**config.mk**
```make
export PLATFORM = sky130hd
export DESIGN_NAME = refmon_switch
export DESIGN_NICKNAME = d
export VERILOG_FILES = /design/src/refmon_pkg.sv /design/src/refmon_switch.sv /design/src/gap_watch.sv
export SDC_FILE = /design/constraint.sdc
export NUM_CORES = 1
export LEC_CHECK = 0
export ABC_AREA = 1
export BUFFER_PORTS_ARGS = -buffer_cell sky130_fd_sc_hd__buf_2
export CAP_MARGIN = 20
export CORE_ASPECT_RATIO = 1.75
export CORE_MARGIN = 1.5
export CORE_UTILIZATION = 25
export CTS_CLUSTER_DIAMETER = 60
export CTS_CLUSTER_SIZE = 16
export DETAILED_ROUTE_END_ITERATION = 8
export PLACE_DENSITY = 0.41
export SLEW_MARGIN = 20
export SYNTH_ARGS = -nofsm -noshare
export SYNTH_HDL_FRONTEND = slang
export SYNTH_SLANG_ARGS = --single-unit
```
**constraint.sdc**
```tcl
create_clock -name clk -period 1.71 [get_ports clk]
set_input_delay 0.0855 -clock clk [delete_from_list [all_inputs] [get_ports clk]]
set_output_delay 0.0855 -clock clk [all_outputs]
set_load 0.01 [all_outputs]
```
**src/refmon_pkg.sv**
```systemverilog
// refmon_pkg: shared constants and carrier types for the reference monitor / switch options block.
// assumes a single 100 MHz system clock domain.
`default_nettype none
package refmon_pkg;
   // register map (byte address of the option register)
   localparam logic [7:0] cfg_addr       = 8'h48;
   localparam logic [7:0] cfg_reset      = 8'h04;
   // option bit positions
   localparam int         bit_fail_flag  = 6;
   localparam int         bit_ultra_fast = 5;
   localparam int         bit_ext_switch = 4;
   localparam int         bit_pbo_freeze = 3;
   localparam int         bit_pbo_en     = 2;
   localparam logic [7:0] cfg_used_mask  = 8'h7C;
   // ultra-fast: disqualify once one fewer than this many reference cycles have gone missing
   localparam int         missing_limit  = 3;
   // clock rate and gap window (one nominal reference period in clocks)
   localparam int         clk_mhz        = 100;
   localparam logic [15:0] ref_period_clk = 16'h0064;
   // channel codes: 2 bits for the chosen source
   localparam logic [1:0] src_none       = 2'h0;
   localparam logic [1:0] src_ch1_se     = 2'h1;
   localparam logic [1:0] src_ch1_diff   = 2'h2;
   localparam logic [1:0] src_ch2_se     = 2'h3;
   localparam logic [1:0] src_ch2_diff_c = 2'h0;

   // register bus request carrier
   typedef struct packed {
      logic [7:0] addr;
      logic [7:0] wdata;
      logic       wr;
      logic       rd;
   } bus_req_t;

   // source selection result carrier
   typedef struct packed {
      logic [1:0] chan;   // which primary channel (1 or 2 when pin-forced, else the auto_chan value)
      logic       diff;   // 1: differential input of that channel
      logic       forced; // 1: pin-forced choice active
   } sel_t;
endpackage : refmon_pkg
`default_nettype wire

```
**src/refmon_switch.sv**
```systemverilog
// refmon_switch: option register plus the monitor/switch option logic of the clock device.
// assumes reference inputs and the select pin are asynchronous; system clock 100 MHz.
`default_nettype none
module refmon_switch (
   input  wire logic                 clk,
   input  wire logic                 rst_n,
   input  wire refmon_pkg::bus_req_t bus,             // register port request
   output logic [7:0]                rdata,           // read data, cycle after read strobe
   input  wire logic                 tap_data_out,    // normal test-access-port serial data
   input  wire logic                 tap_data_oe_n,   // normal data-out enable, low drives
   input  wire logic                 main_ref_fail,   // failure interrupt status, same clock
   input  wire logic                 bucket_fail,     // leaky-bucket monitor verdict, same clock
   input  wire logic                 freq_fail,       // frequency monitor verdict, same clock
   input  wire logic [1:0]           auto_chan,       // channel chosen by priority logic, same clock
   input  wire logic                 auto_diff,       // differential chosen by priority logic
   input  wire logic                 ch1_se_prio_nz,  // first single-ended priority nonzero
   input  wire logic                 ch2_se_prio_nz,  // second single-ended priority nonzero
   input  wire logic                 source_select_pin,           // asynchronous pin
   input  wire logic                 first_primary_clock_input,   // asynchronous reference
   input  wire logic                 second_primary_clock_input,  // asynchronous reference
   output logic                      tdo_out,         // data-out pin level
   output logic                      tdo_oe_n,        // data-out enable, low drives
   output logic                      disqualify,      // locked source disqualified
   output var refmon_pkg::sel_t      sel,             // source to lock to
   output logic                      pbo_event,       // one-cycle build-out trigger
   output logic                      phase_hold       // hold present phase relation
);
   // option register and its next value
   logic [7:0]  cfg;
   logic [7:0]  next_cfg;
   logic [7:0]  next_rdata;
   // two-flop synchronisers: stage a feeds only stage b
   logic [2:0]  sync_a;
   logic [2:0]  sync_b;
   logic        miss1;           // gap verdict on first channel
   logic        miss2;           // gap verdict on second channel
   logic        next_tdo_out;
   logic        next_tdo_oe_n;
   logic        next_disqualify;
   refmon_pkg::sel_t next_sel;
   logic        next_pbo_event;
   logic        next_phase_hold;
   logic        fast_miss;

   // register port: write at the decoded address, read answered next cycle
   always_comb begin
      next_cfg   = cfg;
      next_rdata = 8'h00;
      if (bus.wr && bus.addr == refmon_pkg::cfg_addr)
         next_cfg = bus.wdata & refmon_pkg::cfg_used_mask;   // unused bits stay zero
      if (bus.rd && bus.addr == refmon_pkg::cfg_addr)
         next_rdata = cfg;
      // unmapped reads return zero
   end

   // gap watchers, one per primary single-ended reference
   gap_watch u_gap1 (
      .clk      (clk),
      .rst_n    (rst_n),
      .ref_sync (sync_b[0]),
      .missing  (miss1)
   );
   gap_watch u_gap2 (
      .clk      (clk),
      .rst_n    (rst_n),
      .ref_sync (sync_b[1]),
      .missing  (miss2)
   );

   // gap on whichever channel is currently locked to
   assign fast_miss = (sel.chan == 2'h1) ? miss1 : (sel.chan == 2'h2) ? miss2 : 1'b0;

   // option logic
   always_comb begin
      // data-out pin: test port normally, failure mirror when optioned
      if (cfg[refmon_pkg::bit_fail_flag]) begin
         next_tdo_out  = main_ref_fail;
         next_tdo_oe_n = 1'b0;
      end else begin
         next_tdo_out  = tap_data_out;
         next_tdo_oe_n = tap_data_oe_n;
      end
      // slow monitors always count; the gap watcher only when ultra-fast is on
      next_disqualify = bucket_fail | freq_fail;
      if (cfg[refmon_pkg::bit_ultra_fast])
         next_disqualify = next_disqualify | fast_miss;
      // selection: pin-forced pair, else priority logic
      next_sel.forced = cfg[refmon_pkg::bit_ext_switch];
      if (cfg[refmon_pkg::bit_ext_switch]) begin
         if (sync_b[2]) begin
            next_sel.chan = 2'h1;
            next_sel.diff = !ch1_se_prio_nz;
         end else begin
            next_sel.chan = 2'h2;
            next_sel.diff = !ch2_se_prio_nz;
         end
      end else begin
         next_sel.chan = auto_chan;
         next_sel.diff = auto_diff;
      end
      // build-out: one pulse per change of source unless frozen
      next_phase_hold = cfg[refmon_pkg::bit_pbo_freeze];
      next_pbo_event  = cfg[refmon_pkg::bit_pbo_en] && !cfg[refmon_pkg::bit_pbo_freeze]
                        && ({next_sel.chan, next_sel.diff} != {sel.chan, sel.diff});
   end

   // register only
   always_ff @(posedge clk or negedge rst_n) begin
      if (!rst_n) begin
         cfg        <= refmon_pkg::cfg_reset;
         rdata      <= 8'h00;
         sync_a     <= 3'h0;
         sync_b     <= 3'h0;
         tdo_out    <= 1'b0;
         tdo_oe_n   <= 1'b1;
         disqualify <= 1'b0;
         sel        <= '0;
         pbo_event  <= 1'b0;
         phase_hold <= 1'b0;
      end else begin
         cfg        <= next_cfg;
         rdata      <= next_rdata;
         sync_a     <= {source_select_pin, second_primary_clock_input, first_primary_clock_input};
         sync_b     <= sync_a;
         tdo_out    <= next_tdo_out;
         tdo_oe_n   <= next_tdo_oe_n;
         disqualify <= next_disqualify;
         sel        <= next_sel;
         pbo_event  <= next_pbo_event;
         phase_hold <= next_phase_hold;
      end
   end

   // checks: every option output is registered, so each property looks one
   // edge after its cause; pin-driven checks start from the second
   // synchroniser stage and so do not see the two-cycle pin latency
   // limitation: pin pulses shorter than a clock may or may not reach sync_b,
   // so these checks say nothing about glitches on the select pin

   // register port: masked write, read answered once, zero otherwise
   cfg_write_a: assert property (@(posedge clk) disable iff (!rst_n)
      (bus.wr && bus.addr == refmon_pkg::cfg_addr)
      |=> (cfg == ($past(bus.wdata) & refmon_pkg::cfg_used_mask)))
      else $error("option write lost");
   read_answer_a: assert property (@(posedge clk) disable iff (!rst_n)
      (bus.rd && bus.addr == refmon_pkg::cfg_addr) |=> (rdata == $past(cfg)))
      else $error("read data wrong");
   read_idle_a: assert property (@(posedge clk) disable iff (!rst_n)
      !(bus.rd && bus.addr == refmon_pkg::cfg_addr) |=> (rdata == 8'h00))
      else $error("read data not cleared");

   // data-out pin: mirror when flagged, test port otherwise
   fail_mirror_a: assert property (@(posedge clk) disable iff (!rst_n)
      cfg[refmon_pkg::bit_fail_flag] |=> (tdo_out == $past(main_ref_fail) && !tdo_oe_n))
      else $error("fail flag not mirrored");
   tap_normal_a: assert property (@(posedge clk) disable iff (!rst_n)
      !cfg[refmon_pkg::bit_fail_flag] |=> (tdo_out == $past(tap_data_out)))
      else $error("data-out not normal");
   tap_enable_a: assert property (@(posedge clk) disable iff (!rst_n)
      !cfg[refmon_pkg::bit_fail_flag] |=> (tdo_oe_n == $past(tap_data_oe_n)))
      else $error("data-out enable not normal");

   // disqualification: slow monitors always, gap watcher only in ultra-fast
   slow_only_a: assert property (@(posedge clk) disable iff (!rst_n)
      (!cfg[refmon_pkg::bit_ultra_fast] && !bucket_fail && !freq_fail) |=> !disqualify)
      else $error("spurious disqualify");
   monitor_drop_a: assert property (@(posedge clk) disable iff (!rst_n)
      (bucket_fail || freq_fail) |=> disqualify)
      else $error("monitor verdict ignored");
   fast_drop_a: assert property (@(posedge clk) disable iff (!rst_n)
      (cfg[refmon_pkg::bit_ultra_fast] && fast_miss) |=> disqualify)
      else $error("ultra-fast miss ignored");

   // source selection: pin-forced pair, differential when priority is zero
   ext_pair_a: assert property (@(posedge clk) disable iff (!rst_n)
      cfg[refmon_pkg::bit_ext_switch] |=> (sel.chan == 2'h1 || sel.chan == 2'h2))
      else $error("source outside pair");
   forced_flag_a: assert property (@(posedge clk) disable iff (!rst_n)
      sel.forced == $past(cfg[refmon_pkg::bit_ext_switch]))
      else $error("forced flag wrong");
   pin_high_a: assert property (@(posedge clk) disable iff (!rst_n)
      (cfg[refmon_pkg::bit_ext_switch] && sync_b[2] && ch1_se_prio_nz)
      |=> (sel.chan == 2'h1 && !sel.diff && sel.forced))
      else $error("pin high wrong source");
   pin_low_a: assert property (@(posedge clk) disable iff (!rst_n)
      (cfg[refmon_pkg::bit_ext_switch] && !sync_b[2] && ch2_se_prio_nz)
      |=> (sel.chan == 2'h2 && !sel.diff && sel.forced))
      else $error("pin low wrong source");
   diff_high_a: assert property (@(posedge clk) disable iff (!rst_n)
      (cfg[refmon_pkg::bit_ext_switch] && sync_b[2] && !ch1_se_prio_nz)
      |=> (sel.chan == 2'h1 && sel.diff))
      else $error("no diff fallback on first");
   diff_fallback_a: assert property (@(posedge clk) disable iff (!rst_n)
      (cfg[refmon_pkg::bit_ext_switch] && !sync_b[2] && !ch2_se_prio_nz)
      |=> (sel.chan == 2'h2 && sel.diff))
      else $error("no diff fallback");

   // phase build-out: the pulse uses the option bits of the cycle before it
   freeze_quiet_a: assert property (@(posedge clk) disable iff (!rst_n)
      cfg[refmon_pkg::bit_pbo_freeze] |=> (!pbo_event && phase_hold))
      else $error("build-out while frozen");
   hold_follow_a: assert property (@(posedge clk) disable iff (!rst_n)
      !cfg[refmon_pkg::bit_pbo_freeze] |=> !phase_hold)
      else $error("phase held while not frozen");
   pbo_change_a: assert property (@(posedge clk) disable iff (!rst_n)
      ($past(cfg[refmon_pkg::bit_pbo_en]) && !$past(cfg[refmon_pkg::bit_pbo_freeze]) && $changed(sel))
      |-> pbo_event)
      else $error("missing build-out event");
   pbo_quiet_a: assert property (@(posedge clk) disable iff (!rst_n)
      $stable(sel) |-> !pbo_event)
      else $error("build-out without new source");

   // main scenarios
   cov_fast: cover property (@(posedge clk) disable iff (!rst_n)
      cfg[refmon_pkg::bit_ultra_fast] && fast_miss ##1 disqualify);
   cov_pin: cover property (@(posedge clk) disable iff (!rst_n)
      cfg[refmon_pkg::bit_ext_switch] && sel.chan == 2'h2 ##[1:50] sel.chan == 2'h1);
   cov_fallback: cover property (@(posedge clk) disable iff (!rst_n)
      cfg[refmon_pkg::bit_ext_switch] && sel.diff);
   cov_pbo: cover property (@(posedge clk) disable iff (!rst_n) pbo_event);
   cov_mirror: cover property (@(posedge clk) disable iff (!rst_n)
      cfg[refmon_pkg::bit_fail_flag] && main_ref_fail);
endmodule : refmon_switch
`default_nettype wire

```
**src/gap_watch.sv**
```systemverilog
// gap_watch: counts missing reference cycles on one synchronised reference input.
// assumes the input already passed a two-flop synchroniser in the parent.
`default_nettype none
module gap_watch (
   input  wire logic       clk,
   input  wire logic       rst_n,
   input  wire logic       ref_sync,  // synchronised reference level
   output logic            missing    // registered: one short of the limit of missing cycles reached
);
   logic        ref_d;       // previous level for edge detect
   logic [15:0] period_cnt;  // clocks since last rising edge or last empty period
   logic [1:0]  miss_cnt;    // whole missing periods
   logic        next_ref_d;
   logic [15:0] next_period_cnt;
   logic [1:0]  next_miss_cnt;
   logic        next_missing;

   // edge resets counters; each empty period counts one missed cycle
   always_comb begin
      next_ref_d      = ref_sync;
      next_period_cnt = period_cnt + 16'h0001;
      next_miss_cnt   = miss_cnt;
      if (ref_sync && !ref_d) begin
         next_period_cnt = 16'h0000;
         next_miss_cnt   = 2'h0;
      end else if (period_cnt >= refmon_pkg::ref_period_clk) begin
         next_period_cnt = 16'h0000;
         // saturate; a reading below the limit keeps counting
         if (miss_cnt != 2'h3)
            next_miss_cnt = miss_cnt + 2'h1;
      end
      // flag before the third missing cycle completes: two already gone
      next_missing = (32'(next_miss_cnt) >= refmon_pkg::missing_limit - 1);
   end

   // register only
   always_ff @(posedge clk or negedge rst_n) begin
      if (!rst_n) begin
         ref_d      <= 1'b0;
         period_cnt <= 16'h0000;
         miss_cnt   <= 2'h0;
         missing    <= 1'b0;
      end else begin
         ref_d      <= next_ref_d;
         period_cnt <= next_period_cnt;
         miss_cnt   <= next_miss_cnt;
         missing    <= next_missing;
      end
   end
endmodule : gap_watch
`default_nettype wire

```
==> flow_summary.toml, run 1 <==
[synthesis]
synth_top_area_share = 0.6336
syn_avg_cell_area_um2 = 10.38
synthArstFlopShare = 1.000
yosysTopAreaCell = "dfrtp_1"
seq_area_frac_synth = 0.6551
synthDistinctLibCells = 25
yosys-top-cells-area = "dfrtp_1, nand2_1, inv_1, nor2_1, nor2_2"
netlist_area_um2 = 2449
ys_seq_elements = 64
synth_warnings = 0
ys.flop_type = "dfrtp_1"
synth_most_common_cell = "dfrtp_1"
synth_edf_count = 0
yosys-top-cells-count = "dfrtp_1, nand2_1, inv_1"
syn_inst = 236

[timing]
finalSetupViolCount = 0
finalClockSkew_ns = 0.003127
rsz0062_at_grt = "no"
fmax_mhz = 733.6
finalCritPeriodShare = 0.7972
finalHoldViolCount = 0
drv_slew = 0
whs_ns = 0.01899
finalSetupTns_ns = 0
final.min_clock_period_ns = 1.363

[cells_and_area]
diodes = 0
areaGrowthSynthToFinish_pct = 35.21
finalNetCount = 358
drive_above_1_share = 0.2239
fill_cells = 949

[drt]
routedWlPerCell_um = 9.766
vias = 1698
dr.pass1.iters = 4
viasPerCell = 3.790
drt_iter0_markers = 33
postRouteAntennaNets = 0
drc = 0
wl_mm = 4.375

[setup_path]
cp-start-kind = "flop"
path_cells = "or2_1 > nor2_2 > nand3_2 > or2_1 > nor2_2"
crit_required_ns = 1.96
r2r_start = "u_gap2.period_cnt[15]$_DFF_PN0_"
critPathMaxFanout = 7
crit_buf_inv = 0
critPathTopFamily = "simple AND/OR/NAND/NOR gates"
max_stage_delay_ns = 0.37
crit_path_end_kind = "flop"
arrival_ns = 1.61
endpoint = "u_gap2.period_cnt[2]$_DFF_PN0_"
reg2reg_slack_ns = 0.35
crit_cells = 5
r2r-end = "u_gap2.period_cnt[2]$_DFF_PN0_"
crit_start = "u_gap2.period_cnt[15]$_DFF_PN0_"
r2r_cells = 5
worstSetupPathType = "reg2reg"
crit_slowest_cell = "or2_1"

[global_route]
antenna_found_initial = 0
grt-ovfl-total = 0
grt.total_usage = 0.09654
grt_pass1_wl_mm = 7.603
first_global_vias = 1793
grt_max_degree = 48

[clocking]
insertion_delay_ns = 0.32
cts_tree = "done"
clk_pin_slew_ns = 0.05
cts_sinks = 64
cts_buffers = 9
ctsHoldBuffers = 14
cts_setup_buffers = 0
cts-root-buf = "clkbuf_16"
h-tree-depth = 3
ctsResizeCount = 0
cts.path.max_buffers = 2

[worst_hold_path]
hold_class = "in2reg"
hold_path_depth = 3

[pwr]
clkPwrFrac = 0.499
swShare = 0.2108
p_leak_nw = 1.635
ir_worst_vdd_mv = 0.7558
p_seq_frac = 0.448
pwr-share-comb = 0.053
internal_power_mw = 2.831
p_sw_uw = 756.2
power_density_nw_per_um2 = 1084

[floorplan]
rows = 47
die_h_um = 133.9
die-width_um = 77.81
fp.coreArea_um2 = 9468
io_pins = 50
dieArea_um2 = 10420
initial_core_util = 0.2586

[place]
dpl.hpwl_mm = 3.092
globalplace.congestion = 0.6666
numPortBuffers = 43

[status]
status = "complete, no violations"

[flow_run]
drv_cap = 0
[cells in the final DEF (no fill, tap or decap), types with 2 or more instances in the layout]
cell,synthesis,layout
nand2_1,44,44
or2_1,3,3
xor2_1,5,5
o21ai_1,5,5
buf_2,0,43
clkbuf_16,0,9
dlygate4sd3_1,0,14
dfrtp_1,62,62
nand3_1,10,10
conb_1,1,21
clkbuf_1,0,3
nor2_2,9,9
nor2_1,28,28
inv_2,3,3
inv_1,33,33
ha_1,4,4
dfstp_2,2,2
nand4_1,3,3
xnor2_1,4,4
nor3_1,3,3
a21oi_1,7,7
[power by group through the flow]
stage	logic, mW	registers [mW]	clock network [mW]
finish	0.190	1.61	1.79
global route	0.224	1.62	1.90
CTS	0.196	1.61	1.85
detailed placement	0.171	1.63	0
global placement	0.168	1.63	0
floorplan	0.0762	1.63	0
[sequential cells by signal, summed over array words and instances, names as in the netlist, 2 cells and up]
| name | flops |
|---|---|
| sync_b | 3 |
| u_gap1.period_cnt | 16 |
| u_gap2.miss_cnt | 2 |
| sync_a | 3 |
| u_gap2.period_cnt | 16 |
| cfg | 5 |
| u_gap1.miss_cnt | 2 |
| rdata | 5 |
| sel | 4 |
[routing by layer]
metal / track usage / up-vias / wire length, um
li1: - / 865 / -
met1: 0.09379 / 783 / 1755
met2: 0.1700 / 45 / 2323
met3: 0.03469 / 5 / 217
met4: 0.06061 / 0 / 78
met5: 0 / - / 0
[worst reg2reg max path: cells and delay by family, from the launching register on]
family,cells,cell delay (ns)
flops,1,0.35
simple gates,5,0.94
[per-stage QoR]
stage	power [mW]	utilization	cell area (um2)	worst slack, ns	std cells
4_1_cts	3.654	0.3497	3311	0.3161	448
6_report	3.588	0.3497	3311	0.3468	448
5_1_grt	3.735	0.3497	3311	0.2466	448
3_3_place_gp	1.801	0.3040	2878	0.3533	418
3_5_place_dp	1.805	0.3040	2878	0.3309	418
2_1_floorplan	1.709	-	2524	0.4679	256
[how the worst min path moves through the flow]
stage / from / slack, ns / endpoint
global route: auto_chan[0] / 0.04 / sel[2]$_DFF_PN0_
finish: auto_diff / 0.02 / sel[1]$_DFF_PN0_
detailed placement: rst_n / 0.06 / sync_a[2]$_DFF_PN0_
global placement: rst_n / 0.05 / sync_a[2]$_DFF_PN0_
CTS: auto_diff / 0.005 / sel[1]$_DFF_PN0_
floorplan: rst_n / -0.21 / cfg[3]$_DFFE_PN0P_
[layout make-up]
type,count,area (um2),area share
Clock buffer,13,250.2,0.07559
Clock inverter,3,42.54,0.01285
Inverter,36,135.1,0.04082
Multi-Input combinational cell,152,750.7,0.2268
Sequential cell,64,1604,0.4845
Tap cell,122,152.6,0.04611
Timing Repair Buffer,58,375.4,0.1134
[kinds of logic after synthesis]
| family | share of synthesized area |
|---|---|
| XOR/XNOR | 0.03219 |
| adder cells (fa/ha/maj) | 0.02044 |
| other | 0.001531 |
| AO/OA/AOI/OAI | 0.03270 |
| AND/OR/NAND/NOR | 0.1891 |
| flip-flops | 0.6551 |
| buffers and inverters | 0.06898 |
Note: power is estimated with default switching activity, not from simulation.
==> run 2, diff against run 1 <==
- ABC_AREA: 1 -> 0
- clock period: 1.71 -> 1.28 ns (I/O delays scaled with it)
==> flow_summary.toml, run 2 <==
[place]
numPortBuffers = 43
globalplace.congestion = 0.7041
placedCellCount = 384
dpl.hpwl_mm = 3.597
post_dp_cell_area_um2 = 3030

[timing]
finalClockSkew_ns = 0.004236
finalCritPeriodShare = 1.015
finalSetupTns_ns = -0.01943
rsz0062_at_grt = "yes"
fmax_mhz = 769.6
worstMarginPinSlew_ns = 0.5470
max_slew_margin = 0.6337
finalSetupViolCount = 1
final.min_clock_period_ns = 1.299
drv_slew = 0
finalHoldViolCount = 0
worst_slack_ns = -0.01943

[global_route]
grt_max_degree = 24
grt_pass1_wl_mm = 8.611
grt.total_usage = 0.1123
antenna_found_initial = 0
grt-ovfl-total = 0
first_global_vias = 1813

[cells_and_area]
stdcell_count = 418
finalNetCount = 328
finalInstanceArea_um2 = 3701
final_common_cell = "dfrtp_1"
diodes = 0
top_regs = "u_gap1.period_cnt: 16 flops, u_gap2.period_cnt: 16 flops"
drive_above_1_share = 0.4358
fill_cells = 939
mostFrequentLayoutCells = "dfrtp_1, buf_2, conb_1"
areaGrowthSynthToFinish_pct = 53.18

[drt]
dr.pass1.iters = 4
viasPerCell = 3.957
routedWlPerCell_um = 11.86
vias = 1654
drt_iter0_markers = 45
postRouteAntennaNets = 0
wl_mm = 4.956
drc = 0

[setup_path]
crit_path_end_kind = "flop"
max_stage_delay_ns = 0.40
path_cells = "o311ai_4 > nand4_4 > mux2_4"
crit_buf_inv = 0
arrival_ns = 1.50
reg2reg_slack_ns = -0.02
critPathTopFamily = "flip-flops"
r2r_cells = 3
critPathMaxFanout = 3
r2r-end = "u_gap1.miss_cnt[0]$_DFF_PN0_"
cp-start-kind = "flop"
crit_slowest_cell = "dfrtp_1"
r2r_start = "u_gap1.period_cnt[4]$_DFF_PN0_"
crit_required_ns = 1.48
worstSetupPathType = "reg2reg"

[clocking]
clk_pin_slew_ns = 0.05
cts_tree = "done"
cts_buffers = 9
h-tree-depth = 3
cts_sinks = 64
cts-root-buf = "clkbuf_16"
insertion_delay_ns = 0.32
cts.path.max_buffers = 2

[floorplan]
die-width_um = 77.32
rows = 47
fp.coreArea_um2 = 9409
io_pins = 50
initial_core_util = 0.2568
die_h_um = 133.1
dieArea_um2 = 10290

[synthesis]
synthDistinctLibCells = 36
yosys-top-cells-area = "dfrtp_1, mux2_2, xor2_1, dfstp_2, ha_1"
ys.flop_type = "dfrtp_1"
netlist_area_um2 = 2416
syn_inst = 180
synth_most_common_cell = "dfrtp_1"
seq_area_frac_synth = 0.6639
ys_seq_elements = 64
yosys-top-cells-count = "dfrtp_1, inv_1, nor3_1"
synth_warnings = 0
syn_avg_cell_area_um2 = 13.42
synth_top_area_share = 0.6422
yosysTopAreaCell = "dfrtp_1"
synth_edf_count = 0
synthArstFlopShare = 1.000

[worst_hold_path]
hold_class = "in2reg"
hold_end = "sel[2]$_DFF_PN0_"
hold_start = "auto_chan[0]"
hold_path_depth = 2

[status]
violations = "setup timing"
status = "complete, but fails checks"

[pwr]
p_total_mw = 4.591
p_leak_nw = 1.630
ir_worst_vdd_mv = 0.9102
power_density_nw_per_um2 = 1240

[flow_run]
drv_cap = 0
==> run 2: worst max-delay path by stage <==
stage                                    from                             end  slack, ns  cells past startpoint
6_report       u_gap1.period_cnt[4]$_DFF_PN0_    u_gap1.miss_cnt[0]$_DFF_PN0_      -0.02                      3
3_3_place_gp              sync_b[2]$_DFF_PN0_             pbo_event$_DFF_PN0_      -0.13                      3
4_1_cts        u_gap1.period_cnt[4]$_DFF_PN0_    u_gap1.miss_cnt[0]$_DFF_PN0_      -0.03                      3
3_5_place_dp              sync_b[2]$_DFF_PN0_             pbo_event$_DFF_PN0_      -0.11                      3
2_1_floorplan  u_gap1.period_cnt[2]$_DFF_PN0_    u_gap1.miss_cnt[0]$_DFF_PN0_      -0.08                      3
5_1_grt        u_gap1.period_cnt[4]$_DFF_PN0_  u_gap1.period_cnt[5]$_DFF_PN0_      -0.09                      4
==> run 2: power by group <==
part	total, mW	internal [mW]	switching [mW]
Sequential	2.16	2.11	0.0466
Clock	2.13	1.36	0.761
Combinational	0.306	0.157	0.148
Total	4.59	3.63	0.957
==> run 2: cells by family (layout without fill, tap and decap cells) <==
group | after synthesis | after routing | synth area share
simple gates | 56 | 56 | 0.1450
other cells | 1 | 21 | 0.001552
buf+inv | 15 | 111 | 0.02796
mux | 11 | 11 | 0.05179
compound gates | 19 | 19 | 0.05283
xor+xnor | 10 | 10 | 0.03625
fa+ha+maj | 4 | 4 | 0.02072
flops | 64 | 64 | 0.6639
==> run 2: area by class of cell <==
type	count	area, um2	share of cell area
timing repair buffer	84	604.3	0.1633
tap	122	152.6	0.04124
clock buffer	16	261.5	0.07066
sequential	64	1605	0.4337
inverter	11	41.29	0.01116
multi-input combinational	121	1036	0.2799
==> run 2: per-stage QoR <==
stage	hold slack, ns	setup WS [ns]	utilization
2_1_floorplan	-0.2316	-0.07584	-
3_3_place_gp	0.03420	-0.1268	0.3221
3_5_place_dp	0.03768	-0.1094	0.3221
4_1_cts	0.001404	-0.03038	0.3814
5_1_grt	0.01024	-0.09152	0.3934
6_report	0.01405	-0.01943	0.3934
==> run 2: per-layer routing <==
layer | vias up | global-route usage | share of wire
li1 | 822 | - | -
met1 | 801 | 0.1145 | 0.36
met2 | 25 | 0.1920 | 0.58
met3 | 6 | 0.04069 | 0.035
met4 | 0 | 0.06970 | 0.025
met5 | - | 0 | 0
==> run 2: repair_timing <==
item                                    CTS  global route
endpoints found under the setup margin   20            20
hold endpoints to repair                 24             0
gates resized for setup                  30            20
pin swaps                                10             9
buffers inserted                          1             2
hold buffers                             15             0
==> run 3, diff against run 2 <==
- BUFFER_PORTS_ARGS: -buffer_cell sky130_fd_sc_hd__buf_2 -> not set
- DONT_BUFFER_PORTS: not set -> 1
- PLACE_DENSITY: 0.41 -> 0.36
==> flow_summary.toml, run 3 (synthesized netlist as in run 2, its figures left out) <==
[flow_run]
drv_cap = 0

[drt]
vias = 1505
drt_iter0_markers = 20
wl_mm = 4.838
viasPerCell = 4.003
postRouteAntennaNets = 0
routedWlPerCell_um = 12.87
drc = 0
dr.pass1.iters = 4

[floorplan]
dieArea_um2 = 10290
io_pins = 50
fp.coreArea_um2 = 9409
initial_core_util = 0.2568
die_h_um = 133.1
rows = 47
die-width_um = 77.32

[place]
pre_cts_ws_ns = -0.09423
numPortBuffers = 0
globalplace.congestion = 0.7337
dpl.hpwl_mm = 3.202
placedCellCount = 341

[timing]
rsz0062_at_grt = "yes"
fmax_mhz = 749.9
finalClockSkew_ns = 0.004633
worst_slack_ns = -0.05351
finalSetupTns_ns = -0.1124
finalHoldViolCount = 64
finalCritPeriodShare = 1.042
finalSetupViolCount = 6
final.min_clock_period_ns = 1.334
whs_ns = -0.5623
drv_slew = 0

[global_route]
grt-ovfl-total = 0
grt.total_usage = 0.1110
grt_pass1_wl_mm = 8.431
grt_max_degree = 65
first_global_vias = 1695
antenna_found_initial = 0

[clocking]
cts-root-buf = "clkbuf_16"
h-tree-depth = 3
cts_tree = "done"
cts.path.max_buffers = 2
insertion_delay_ns = 0.32
clk_pin_slew_ns = 0.05
ctsHoldBuffers = 17
cts_sinks = 64
cts_buffers = 9

[cells_and_area]
diodes = 0
drive_above_1_share = 0.3307
mostFrequentLayoutCells = "dfrtp_1, conb_1, buf_4"
areaGrowthSynthToFinish_pct = 43.45
top_regs = "u_gap1.period_cnt: 16 flops, u_gap2.period_cnt: 16 flops"
fill_cells = 947
utilization = 0.3684
stdcell_count = 376
final_common_cell = "dfrtp_1"
finalNetCount = 286

[worst_hold_path]
hold_class = "in2async"

[setup_path]
arrival_ns = 1.54
worstSetupPathType = "reg2reg"
crit_start = "u_gap1.period_cnt[4]$_DFF_PN0_"
r2r_start = "u_gap1.period_cnt[4]$_DFF_PN0_"
crit_required_ns = 1.49
crit_path_end_kind = "flop"
critPathMaxFanout = 3
cp-start-kind = "flop"

[pwr]
ir_worst_vdd_mv = 0.9365
internal_power_mw = 3.837
clkPwrFrac = 0.506
swShare = 0.2022
power_density_nw_per_um2 = 1388
p_seq_frac = 0.450
p_total_mw = 4.809
p_leak_nw = 1.470
p_sw_uw = 972.2
pwr-share-comb = 0.043

[status]
violations = "hold timing, setup timing"
status = "complete, but fails checks"
run 3: power groups by stage:
stage | Combinational [mW] | Sequential, mW | Clock (mW)
3_3_place_gp | 0.138 | 2.20 | 0
6_report | 0.209 | 2.17 | 2.43
5_1_grt | 0.234 | 2.18 | 2.62
2_1_floorplan | 0.105 | 2.19 | 0
4_1_cts | 0.188 | 2.16 | 2.51
3_5_place_dp | 0.139 | 2.20 | 0
run 3: routing by layer:
| layer | routed length (um) | vias to the layer above | global-route usage | part of all wire |
|---|---|---|---|---|
| met3 | 153 | 6 | 0.04000 | 0.032 |
| met4 | 121 | 0 | 0.06364 | 0.025 |
| li1 | - | 732 | - | - |
| met5 | 0 | - | 0 | 0 |
| met2 | 2742 | 22 | 0.1910 | 0.57 |
| met1 | 1821 | 745 | 0.1146 | 0.38 |
run 3: final timing paths:
kind                                                  end  depth (start not counted)  slack [ns]
setup / recovery             u_gap1.miss_cnt[0]$_DFF_PN0_                          3       -0.05
hold / removal             u_gap2.period_cnt[4]$_DFF_PN0_                          0       -0.56
setup reg to reg             u_gap1.miss_cnt[0]$_DFF_PN0_                          3       -0.05
hold reg to reg                       sync_b[1]$_DFF_PN0_                          0        0.34
max in group asynchronous              cfg[2]$_DFFE_PN1P_                          0        1.65
min in group clk                       rdata[3]$_DFF_PN0_                          3        0.04
run 3: per-stage QoR:
step	cell area [um2]	hold slack, ns
finish	3466	-0.5623
global route	3466	-0.5861
CTS	3372	-0.5795
detailed placement	2790	-0.2281
global placement	2790	-0.2286
floorplan	2491	-0.2316
run 3: repair_timing:
item | 4_1_cts | 5_1_grt
endpoints found under the setup margin | 19 | 19
resized for setup | 24 | 18
hold endpoints to repair | 83 | 64
pin swaps | 8 | 8
buffers inserted | 1 | 1
run 3: final cells by class:
cell class | instances | area (um2) | share of cell area
Clock inverter | 3 | 40.04 | 0.01155
Multi-Input combinational cell | 121 | 993.5 | 0.2866
Sequential cell | 64 | 1605 | 0.4632
Clock buffer | 13 | 260.3 | 0.07509
Tap cell | 122 | 152.6 | 0.04404
Timing Repair Buffer | 42 | 372.9 | 0.1076
Inverter | 11 | 41.29 | 0.01191
run 3: worst max-delay path, cell delays in order (launching register included):
cell	delay, ns
dfrtp_1	0.41
o311ai_4	0.33
nand4_4	0.15
mux2_4	0.32
